### config.mk
export PLATFORM = sky130hd
export DESIGN_NAME = plc_command_rotation_port
export DESIGN_NICKNAME = d
export VERILOG_FILES = /design/src/logic/plc_rotation_pkg.sv /design/src/logic/plc_command_rotation_port.sv /design/src/logic/update_tick.sv /design/src/logic/word_fifo.sv
export SDC_FILE = /design/constraint.sdc
export NUM_CORES = 2
export LEC_CHECK = 0
export BUFFER_PORTS_ARGS = -buffer_cell sky130_fd_sc_hd__buf_2
export CORE_AREA = 2 2 340 342
export DETAILED_ROUTE_END_ITERATION = 7
export DIE_AREA = 0 0 342 344
export PLACE_DENSITY = 0.7
export REMOVE_ABC_BUFFERS = 1
export SYNTH_ARGS = -nofsm -noshare
export SYNTH_HDL_FRONTEND = slang
export SYNTH_HIERARCHICAL = 1
export SYNTH_SLANG_ARGS = --single-unit
export TNS_END_PERCENT = 50
### constraint.sdc
create_clock -name ref_clk -period 4.4 [get_ports ref_clk]
set_clock_uncertainty 0.1 [all_clocks]
set_input_delay 0.22 -clock ref_clk [delete_from_list [all_inputs] [get_ports ref_clk]]
set_output_delay 0.22 -clock ref_clk [all_outputs]
set_load 0.01 [all_outputs]
### src/logic/plc_rotation_pkg.sv
// Shared constants and types for the command rotation port
package plc_rotation_pkg;
	// ==========================================================
	// Timing
	localparam int CLK_HZ        = 10_000_000;
	localparam int UPDATE_MS     = 60;
	localparam int UPDATE_CYCLES = UPDATE_MS * (CLK_HZ / 1000);

	// ==========================================================
	// Command word and answer codes
	localparam int          CMD_W            = 16;
	localparam int          TAG_W            = 8;
	localparam logic [15:0] CMD_REPORT_FIRST = 16'h0001;
	localparam logic [15:0] CMD_REPORT_NEXT  = 16'h0002;
	localparam logic [7:0]  TAG_NET          = 8'h01;
	localparam logic [7:0]  TAG_RATE         = 8'h06;
	localparam logic [7:0]  TAG_NONE         = 8'h1E;
	localparam logic [7:0]  ACK_RESET        = 8'h00;

	// ==========================================================
	// Data formats and slot sizes
	localparam int WORD_W                = 16;
	localparam int FLOAT_W               = 32;
	localparam int MAX_SLOTS             = 4;
	localparam int FIFO_DEPTH            = 32;
	localparam int INT_BYTES_PER_SLOT    = 4;
	localparam int FLT_TX_BYTES_PER_SLOT = 8;
	localparam int FLT_RX_OVERHEAD       = 2;
	localparam int FLT_RX_BYTES_PER_SLOT = 6;
	localparam int WORD_BYTES            = 2;
	localparam logic signed [31:0] INT_MIN = -32'sd32768;
	localparam logic signed [31:0] INT_MAX = 32'sd32767;

	typedef enum logic [1:0] {
		FMT_INTEGER  = 2'b00,
		FMT_DIVISION = 2'b01,
		FMT_FLOAT    = 2'b10,
		FMT_SPARE    = 2'b11
	} fmt_t;

	typedef enum logic [1:0] {
		FIELD_IDLE = 2'b00,
		FIELD_NET  = 2'b01,
		FIELD_RATE = 2'b10
	} field_t;

	typedef enum logic {
		SEND_IDLE = 1'b0,
		SEND_BUSY = 1'b1
	} send_t;
endpackage

### src/logic/plc_command_rotation_port.sv
// On-command rotation port: command decode, frame packing and output FIFO
`timescale 1ns/1ps
module plc_command_rotation_port
	import plc_rotation_pkg::*;
#(
	parameter int UPDATE_PERIOD = plc_rotation_pkg::UPDATE_CYCLES
) (
	input  wire logic                          ref_clk,
	input  wire logic                          reset_n,
	input  wire logic [plc_rotation_pkg::CMD_W-1:0] cmd_word,
	input  wire plc_rotation_pkg::fmt_t        data_format,
	input  wire logic [2:0]                    slot_count,
	input  wire logic [31:0]                   net_float,
	input  wire logic [31:0]                   rate_float,
	input  wire logic signed [31:0]            net_disp,
	input  wire logic signed [31:0]            rate_disp,
	input  wire logic [15:0]                   division_size,
	output logic                               tx_valid,
	input  wire logic                          tx_ready,
	output logic [plc_rotation_pkg::WORD_W-1:0] tx_data,
	output logic [7:0]                         ack_value,
	output logic [plc_rotation_pkg::TAG_W-1:0] field_tag,
	output logic [5:0]                         tx_bytes,
	output logic [5:0]                         rx_bytes
);
	import plc_rotation_pkg::*;

	// ==========================================================
	// Reset release
	logic rst_meta;
	logic rst_n;

	always_ff @(posedge ref_clk or negedge reset_n) begin
		if (!reset_n) begin
			rst_meta <= 1'b0;
			rst_n    <= 1'b0;
		end else begin
			rst_meta <= 1'b1;
			rst_n    <= rst_meta;
		end
	end

	// ==========================================================
	// Update cycle timebase
	logic tick;
	logic tick_d;

	update_tick #(.PERIOD(UPDATE_PERIOD)) u_tick (
		.clk   (ref_clk),
		.rst_n (rst_n),
		.tick  (tick)
	);

	always_ff @(posedge ref_clk or negedge rst_n) begin
		if (!rst_n) begin
			tick_d <= 1'b0;
		end else begin
			tick_d <= tick;
		end
	end

	// ==========================================================
	// Command decode and rotation
	field_t      field;
	field_t      next_field;
	logic [15:0] last_cmd;
	logic [7:0]  ack;
	logic        new_cmd;

	assign new_cmd = tick && (cmd_word != last_cmd);

	always_comb begin
		next_field = field;
		if (cmd_word == CMD_REPORT_FIRST || cmd_word == CMD_REPORT_NEXT) begin
			unique case (field)
				FIELD_IDLE: begin
					next_field = (cmd_word == CMD_REPORT_FIRST) ? FIELD_NET
						: FIELD_RATE;
				end
				FIELD_NET: begin
					next_field = FIELD_RATE;
				end
				FIELD_RATE: begin
					next_field = FIELD_NET;
				end
				default: begin
					next_field = FIELD_IDLE;
				end
			endcase
		end
	end

	// Field moves only on a changed command, never on the refresh alone
	always_ff @(posedge ref_clk or negedge rst_n) begin
		if (!rst_n) begin
			field    <= FIELD_IDLE;
			last_cmd <= 16'h0000;
			ack      <= ACK_RESET;
		end else if (tick) begin
			last_cmd <= cmd_word;
			if (new_cmd) begin
				field <= next_field;
				ack   <= cmd_word[7:0];
			end
		end
	end

	// ==========================================================
	// Slot sizing
	logic [2:0] slots;
	logic       is_float;
	logic [4:0] frame_words;

	assign slots    = (slot_count == 3'h0) ? 3'h1
		: (slot_count > 3'(MAX_SLOTS)) ? 3'(MAX_SLOTS) : slot_count;
	assign is_float = (data_format == FMT_FLOAT);
	assign tx_bytes = is_float ? 6'(FLT_TX_BYTES_PER_SLOT * slots)
		: 6'(INT_BYTES_PER_SLOT * slots);
	assign rx_bytes = is_float
		? 6'(FLT_RX_OVERHEAD + FLT_RX_BYTES_PER_SLOT * slots)
		: 6'(INT_BYTES_PER_SLOT * slots);
	assign frame_words = 5'(tx_bytes / 6'(WORD_BYTES));

	// ==========================================================
	// Value selection and integer conversion
	function automatic logic [15:0] sat16(input logic signed [31:0] v);
		if (v > INT_MAX) begin
			return 16'h7FFF;
		end else if (v < INT_MIN) begin
			return 16'h8000;
		end
		return v[15:0];
	endfunction

	logic signed [31:0] sel_disp;
	logic signed [31:0] div_q;
	logic [31:0]        sel_float;
	logic [7:0]         sel_tag;

	assign sel_disp  = (field == FIELD_RATE) ? rate_disp : net_disp;
	// Zero division size would be a calibration fault; report zero
	assign div_q     = (division_size == 16'h0000) ? 32'sd0
		: sel_disp / $signed({16'h0000, division_size});
	assign sel_float = (field == FIELD_RATE) ? rate_float
		: (field == FIELD_NET) ? net_float : 32'h0000_0000;
	assign sel_tag   = (field == FIELD_RATE) ? TAG_RATE
		: (field == FIELD_NET) ? TAG_NET : TAG_NONE;

	// ==========================================================
	// Frame snapshot and word packing
	send_t       send_state;
	logic [4:0]  word_idx;
	logic [4:0]  snap_words;
	logic        snap_float_fmt;
	logic [31:0] snap_value;
	logic [15:0] snap_int;
	logic        frame_start;
	logic        fifo_ready;
	logic        push;
	logic [15:0] push_word;
	logic        frame_done;

	// A refresh landing mid-frame is dropped rather than tearing a frame
	assign frame_start = tick_d && (send_state == SEND_IDLE);
	assign push        = (send_state == SEND_BUSY);
	assign frame_done  = push && fifo_ready && (word_idx == snap_words - 1'b1);

	// Tag, ack and value are captured on the same edge
	always_ff @(posedge ref_clk or negedge rst_n) begin
		if (!rst_n) begin
			ack_value      <= ACK_RESET;
			field_tag      <= TAG_NONE;
			snap_value     <= 32'h0000_0000;
			snap_int       <= 16'h0000;
			snap_words     <= 5'h02;
			snap_float_fmt <= 1'b0;
		end else if (frame_start) begin
			ack_value      <= ack;
			field_tag      <= sel_tag;
			snap_value     <= sel_float;
			snap_int       <= (data_format == FMT_DIVISION) ? sat16(div_q)
				: sat16(sel_disp);
			snap_words     <= frame_words;
			snap_float_fmt <= is_float;
		end
	end

	always_ff @(posedge ref_clk or negedge rst_n) begin
		if (!rst_n) begin
			send_state <= SEND_IDLE;
			word_idx   <= 5'h00;
		end else begin
			unique case (send_state)
				SEND_IDLE: begin
					if (tick_d) begin
						send_state <= SEND_BUSY;
						word_idx   <= 5'h00;
					end
				end
				SEND_BUSY: begin
					if (fifo_ready) begin
						word_idx <= word_idx + 5'h01;
						if (frame_done) begin
							send_state <= SEND_IDLE;
						end
					end
				end
			endcase
		end
	end

	always_comb begin
		if (snap_float_fmt) begin
			unique case (word_idx[1:0])
				2'b00:   push_word = {ack_value, field_tag};
				2'b01:   push_word = 16'h0000;
				2'b10:   push_word = snap_value[31:16];
				default: push_word = snap_value[15:0];
			endcase
		end else begin
			push_word = word_idx[0] ? {ack_value, field_tag} : snap_int;
		end
	end

	word_fifo #(.WIDTH(WORD_W), .DEPTH(FIFO_DEPTH)) u_fifo (
		.clk       (ref_clk),
		.rst_n     (rst_n),
		.in_valid  (push),
		.in_ready  (fifo_ready),
		.in_data   (push_word),
		.out_valid (tx_valid),
		.out_ready (tx_ready),
		.out_data  (tx_data)
	);

	// ==========================================================
	// Assertions
	logic [4:0] sent;

	always_ff @(posedge ref_clk or negedge rst_n) begin
		if (!rst_n) begin
			sent <= 5'h00;
		end else if (frame_start) begin
			sent <= 5'h00;
		end else if (push && fifo_ready) begin
			sent <= sent + 5'h01;
		end
	end
endmodule

### src/logic/update_tick.sv
// Interface update cycle timebase: one-cycle pulse every PERIOD clocks
`timescale 1ns/1ps
module update_tick #(
	parameter int PERIOD = 600000
) (
	input  wire logic clk,
	input  wire logic rst_n,
	output logic      tick
);
	logic [31:0] count;

	always_ff @(posedge clk or negedge rst_n) begin
		if (!rst_n) begin
			count <= 32'h0000_0000;
			tick  <= 1'b0;
		end else if (count == 32'(PERIOD - 1)) begin
			count <= 32'h0000_0000;
			tick  <= 1'b1;
		end else begin
			count <= count + 32'h0000_0001;
			tick  <= 1'b0;
		end
	end
endmodule

### src/logic/word_fifo.sv
// Synchronous FIFO with valid and ready on both sides
`timescale 1ns/1ps
module word_fifo #(
	parameter int WIDTH = 16,
	parameter int DEPTH = 32
) (
	input  wire logic             clk,
	input  wire logic             rst_n,
	input  wire logic             in_valid,
	output logic                  in_ready,
	input  wire logic [WIDTH-1:0] in_data,
	output logic                  out_valid,
	input  wire logic             out_ready,
	output logic      [WIDTH-1:0] out_data
);
	localparam int AW = $clog2(DEPTH);

	logic [WIDTH-1:0] mem [DEPTH];
	logic [AW-1:0]    wr_ptr;
	logic [AW-1:0]    rd_ptr;
	logic [AW:0]      fill;
	logic             push;
	logic             pop;

	assign in_ready  = (fill != (AW+1)'(DEPTH));
	assign out_valid = (fill != '0);
	assign push      = in_valid && in_ready;
	assign pop       = out_valid && out_ready;
	assign out_data  = mem[rd_ptr];

	always_ff @(posedge clk) begin
		if (push) begin
			mem[wr_ptr] <= in_data;
		end
	end

	always_ff @(posedge clk or negedge rst_n) begin
		if (!rst_n) begin
			wr_ptr <= '0;
			rd_ptr <= '0;
			fill   <= '0;
		end else begin
			if (push) begin
				wr_ptr <= (wr_ptr == AW'(DEPTH - 1)) ? '0 : wr_ptr + 1'b1;
			end
			if (pop) begin
				rd_ptr <= (rd_ptr == AW'(DEPTH - 1)) ? '0 : rd_ptr + 1'b1;
			end
			if (push && !pop) begin
				fill <= fill + 1'b1;
			end else if (pop && !push) begin
				fill <= fill - 1'b1;
			end
		end
	end
endmodule

=== Word-level counts from Yosys, hierarchy flattened ===
Memory sizes are Yosys's and may differ from the RTL's.
Index checks and enable logic that the tools add are counted.
Widths: inputs -> output; s select.

* Add/sub/neg operators: 8
* Multiply operators: 1
* Div/mod/pow operators: 1
* Order comparisons: 5
* Equality and inequality tests: 16
* Shifts and indexed selects: 0
* Multiplexer cells: 43
* Bitwise logic cells: 1
* Reduce and logical (&&, ||, !) cells: 19

{| class="wikitable"
|+ Operators with widths
! kind !! count
|-
| $mux 32 || 5
|-
| $mux 16 || 9
|-
| $gt 32x16->1 const B || 2
|-
| $lt 32x16->1 const B || 2
|-
| $pmux 16 s3 || 1
|-
| $add 32x1->32 const B || 1
|-
| $div 32x17->32 || 1
|-
| $eq 32x20->1 const B || 1
|-
| $mux 5 || 6
|-
| $mux 6 || 4
|-
| $eq 16x1->1 const B || 1
|-
| $eq 16x2->1 const B || 1
|-
| $logic_not 16->1 || 1
|-
| $ne 16x16->1 || 1
|-
| $add 5x1->5 const B || 3
|-
| $mux 1 || 12
|-
| $eq 5x5->1 const B || 2
|-
| $pmux 5 s2 || 1
|-
| $logic_and 1x1->1 || 7
|-
| $add 2x6->6 const A || 1
|-
| $add 6x1->6 const B || 1
|-
| $eq 2x1->1 const B || 3
|-
| $eq 2x2->1 const B || 3
|-
| $mux 3 || 2
|-
| 20 further kinds || 23
|}

* Flip-flop bits (word level): 154
* Bits in latches: 0
* Bits in writable memories: 512
* Memory bits (read-only): 0
* Input bits: 168
* Output and inout bits: 45
* Word-level logic and storage cells: 114
* Memories kept: 1

{| class="wikitable"
|+ Memories
! name !! words !! width !! read ports !! clocked after Yosys merged registers in !! write ports !! line !! RTL
|-
| u_fifo.mem || 32 || 16 || 1 || 0 || 1 || word_fifo.sv:18 || <nowiki>logic [WIDTH-1:0] mem [DEPTH];</nowiki>
|}

=== Longest topological paths before layout ===
* Depth in word-level cells: 10
* Gate-level depth with buffers: 509

=== Modules after synthesis ===
The synthesis kept the hierarchy.

{| class="wikitable"
|+ By module, submodules not included
! module !! times used !! cells an instance !! area each (µm²) !! seq. area each (µm²)
|-
| plc_command_rotation_port || 1 || 4149 || 30735.7 || 2481.1
|-
| word_fifo || 1 || 1069 || 20686.1 || 15775.1
|-
| update_tick || 1 || 160 || 1646.6 || 825.8
|}

=== Worst setup path after synthesis ===
Ideal clock, no wire load.

* Path kind: register to register
* Start: reg field[0]
* End: reg snap_int[7]
* Library setup time: 124 ps
* Arrival: 95728 ps
* Path slack: -91552 ps
* Cell stages (with the launch flop): 485
* Cell sequence: dfrtp_1 inv_1 ha_1 buf_6 buf_8 buf_6 clkbuf_1 clkbuf_1 clkbuf_1 buf_1 clkbuf_1 mux2i_1 ha_1 nor4b_2 o22ai_2 nor4_4 a21oi_1 xnor2_1 [... 449 more ...] o211ai_1 inv_1 o2111a_1 nand3_1 nor2_1 ha_1 nand4_1 or3_1 mux2i_1 o31ai_1 o211ai_1 a31oi_1 nand3_1 nor4b_1 nand4_1 nand3_2 buf_8 a21oi_1

* Longest elaborated chain between the ends: 10

{| class="wikitable"
|+ Ends and longest elaborated chain
! element !! line !! RTL
|-
| from (decl) || plc_command_rotation_port.sv:64 || <nowiki>field_t field;</nowiki>
|-
| from (signal assigned) || plc_command_rotation_port.sv:102 || <nowiki>field <= next_field;</nowiki>
|-
| $eq 2x2->1 * || plc_command_rotation_port.sv:140 || <nowiki>assign sel_disp = (field == FIELD_RATE) ? rate_disp : net_disp;</nowiki>
|-
| $mux 32 * || plc_command_rotation_port.sv:140 ||
|-
| $div 32x17->32 || plc_command_rotation_port.sv:143 || <nowiki>: sel_disp / $signed({16'h0000, division_size});</nowiki>
|-
| $mux 32 || plc_command_rotation_port.sv:142 || <nowiki>assign div_q = (division_size == 16'h0000) ? 32'sd0</nowiki>
|-
| $lt 32x16->1 || plc_command_rotation_port.sv:129 || <nowiki>end else if (v < INT_MIN) begin</nowiki>
|-
| $mux 1 || plc_command_rotation_port.sv:129 ||
|-
| $mux 1 || plc_command_rotation_port.sv:127 || <nowiki>if (v > INT_MAX) begin</nowiki>
|-
| $mux 1 || plc_command_rotation_port.sv:177 || <nowiki>end else if (frame_start) begin</nowiki>
|-
| $mux 16 || plc_command_rotation_port.sv:132 || <nowiki>return v[15:0];</nowiki>
|-
| $mux 16 * || plc_command_rotation_port.sv:181 || <nowiki>snap_int <= (data_format == FMT_DIVISION) ? sat16(div_q)</nowiki>
|-
| to (signal assigned) || plc_command_rotation_port.sv:181 ||
|-
| to (decl) || plc_command_rotation_port.sv:156 || <nowiki>logic [15:0] snap_int;</nowiki>
|}

Mark *: on every way between the ends. The rest lies on a longest branch, timed or not. The select of a mux whose other input is x is not followed.
A chain may end at the register's enable or synchronous reset.

=== Worst setup path in the final report ===
* Start: reg field[0]
* End: reg snap_int[3]

Same word-level chain as after synthesis.

==> run_results.csv <==
group,metric,value,unit
run_status,status,"finished, violations left",
run_status,violations,"negative setup slack",
yosys,async_flop_share,22.4,%
yosys,postSynthCellCount,5378,
floorplanning,dieArea,118000,µm²
cells_and_area,fin_area,79300,µm²
critical_path,crit_top_cell,"o21a_1",
sta,tightest_slew,1.29,ns
clock_network,cts.sinks,660,
sta,drv_slew,0,
routing,avgViaCountPerCell,6.08,
yosys,synth_seq_area_share,36.0,%
yosys,synth_ff_type,"edfxtp_1",
floorplanning,io_pins,213,
worst_hold_path,hp-class,"in2reg",
grt,globalRouteOverflowTotal,0,
critical_path,critPathLaunchType,"flop",
critical_path,path_class,"reg2reg",
sta,max_slew_margin,14.1,%
grt,gr-usage-met3,6.29,%
critical_path,critPathMaxFanout,17,
clock_network,clk_path_buf_depth,3,
sta,fin_crit_sh,1900,%
yosys,ys.warnings.count,6,
cells_and_area,finalNetCount,8419,
critical_path,endpoint_kind,"flop",
sta,hold_viol_final,0,
yosys,synthDistinctLibCells,159,
clock_network,ctsHtreeMaxLevel,2,
place,globalplace.congestion,1.02,
cells_and_area,drive_gt1_share,45.2,%
place,place_hpwl,144000,µm
yosys,ys_seq_elements,660,
yosys,syn_area,53100,µm²
job,cap_violations,0,
yosys,synth_edf_count,512,
sta,fin_ws,-79.29,ns
place,portBuffers,205,
sta,clock.fmax,0.0119,GHz
sta,rsz0062_at_grt,"true",
sta,period_needed,83.69,ns
grt,grt_pass1_vias,55600,
place,place_area,68000,µm²
sta,setup_violations,16,
floorplanning,core_area,114000,µm²
routing,wl_per_cell,23.1,µm
routing,routed_wl,217000,µm
critical_path,critPathRequiredTime,4.86,ns
clock_network,clockRootBuffer,"clkbuf_16",
critical_path,worstPathArrival,84.15,ns
routing,drc,0,
clock_network,numCtsBuffers,61,
worst_hold_path,min_path_cells,7,
clock_network,cts_tree,"yes",
critical_path,cp_slowest_cell,"or4_4",
yosys,avgSynthCellArea,9.87,µm²
routing,drtAntennaViolNets,0,
floorplanning,num_rows,124,
routing,drtIter0Drc,5636,
clock_network,clock_latency,0.67,ns
grt,grt_max_degree,90,
grt,busiest_layer,"met2",
grt,grt_antenna_before_repair,9,
place,pre_cts_slack,-81.89,ns
routing,route.vias.total,57100,
critical_path,slowest_delay,0.62,ns
critical_path,r2r_cells,466,
floorplanning,fp.dieH,344,µm
floorplanning,initial_core_util,46.6,%
routing,firstDrtPassIters,8,
sta,timing.setup.tns,-1267.79,ns
grt,grt_usage,33.9,%
grt,global_route.usage.met2,54.9,%
cells_and_area,area_growth,49.4,%
grt,grt_pass1_wl,313000,µm
grt,grtUsageMet1,43.4,%
floorplanning,die_x,342,µm
clock_network,path_clk_slew,0.07,ns
[cells in the mapped netlist (39+ instances only)]
master    instances  area share (%)
and2_1           39            0.46
or2_2            60            0.71
a21o_1           95             1.3
dfrtp_1         145             6.8
mux2i_1         192             3.6
o211ai_1         54            0.76
nor2_1          471             3.3
a221oi_1         39            0.64
inv_1           100            0.71
mux2_2          107             2.3
a22oi_1         114             1.6
clkbuf_1        115            0.81
nand2_1         435             3.1
xor2_1          108             1.8
or3_1            43            0.51
o31ai_1          96             1.4
nor3_1          237             2.2
nand4_1          68            0.80
xnor2_1         176             2.9
o21a_1          224             3.2
nand3_1         145             1.4
mux4_2           64             2.7
a31oi_1          46            0.54
edfxtp_1        512              29
ha_1            420             9.9
nand2b_1         39            0.46
a21oi_1         267             2.5
o21ai_0         216             2.0
[sequential cells by signal, summed over array words and instances, names as in the netlist]
register,count
u_fifo/mem,512
snap_value,32
u_tick/count,32
last_cmd,16
snap_int,16
ack,8
ack_value,8
u_fifo/fill,6
u_fifo/rd_ptr,5
u_fifo/wr_ptr,5
word_idx,5
snap_words,4
field_tag,3
field,2
push,1
rst_meta,1
rst_n,1
snap_float_fmt,1
tick_d,1
u_tick/tick,1
[cells in the final DEF, fill, tap and decap left out, drive strengths merged, types with 18 or more instances in the layout]
cell type    netlist  layout
a21o             105     105
nand3            150     150
a22oi            114     114
o21a             225     225
inv              102     105
dlygate4sd3        0      88
or3               48      48
mux4              64      64
or2               61      61
clkbuf           122      78
a21boi            26      26
o31ai            101     101
nor3             240     240
o211ai            58      58
or4               18      18
and2              47      47
a21oi            287     287
ha               420     420
clkinv             0      27
nand2            447     447
nand4             74      74
and3              43      43
dfrtp            145     145
nor4              49      49
a211oi            29      29
nor2b             37      37
mux2i            196     196
a31oi             48      48
a221oi            40      40
xnor2            176     176
o21ai            234     234
buf               95    2509
nand2b            39      39
edfxtp           512     512
nor2             475     475
mux2             112     112
xor2             108     108
[metal layers]
metal,share of wire (%),routed length (µm)
met1,39,84000
met2,45,97700
met3,9.5,20600
met4,6.7,14600
met5,0.019,41
[worst max-delay path, delay by kind of cell (launching register included)]
family	cells	cell delay, ns
fa+ha+maj	33	8.73
buf+inv	74	8.83
xor+xnor	2	0.40
compound gates	252	46.63
flops	1	0.40
mux	6	1.04
simple gates	99	17.32
[path summary, 6_finish.rpt]
| kind | startpoint | end | slack, ns |
|---|---|---|---|
| worst min-delay path | slot_count[0] | snap_words[2] | 0.08 |
| min in group asynchronous | reset_n | rst_n | 0.30 |
| worst min register to register | rst_meta | rst_n | 0.26 |
| max in group asynchronous | rst_n | ack_value[0] | 2.79 |
| worst max-delay path | field[0] | snap_int[3] | -79.29 |
| worst max register to register | field[0] | snap_int[3] | -79.29 |
[logic make-up after synthesis]
family                     count (synthesis)  share of synthesized area, %
xor gates and xnor gates                 284                          4.69
DFF                                      660                          36.0
adders and majority gates                422                          9.96
muxes                                    372                          8.88
buffers and inverters                    320                          3.02
and+or+nand+nor                         1814                          17.2
AOI/OAI and AO/OA                       1504                          20.3
other                                      2                        0.0142
[area by class of cell]
type                       count  area, µm²
clock buffer                  75       1610
multi-input combinational   4404      36300
timing repair buffer        2600      19700
inverter                     103        400
sequential                   660      19100
antenna                        2       5.00
fill                        7951      34600
tap                         1512       1890
clock inverter                38        359
[stage by stage]
stage	utilization, %	std cells	hold WS (ns)
4_1_cts	66.6	9215	0.0546
5_1_grt	69.6	9392	0.120
2_1_floorplan	-	5167	-0.176
6_report	69.6	9394	0.0790
3_5_place_dp	59.7	8615	-0.0947
3_3_place_gp	59.7	8615	-0.0947
[what timing repair did]
action                                  CTS  global route
gates cloned                              3             2
hold endpoints to repair                 68             0
setup buffers                           396           188
hold buffers                             88             0
pin swaps                               237           358
resized for setup                       442           386
endpoints found under the setup margin   16            16
Power is left out: the tool's default activity adds up to more than one toggle a clock period on the data nets, which glitch-free logic cannot reach.
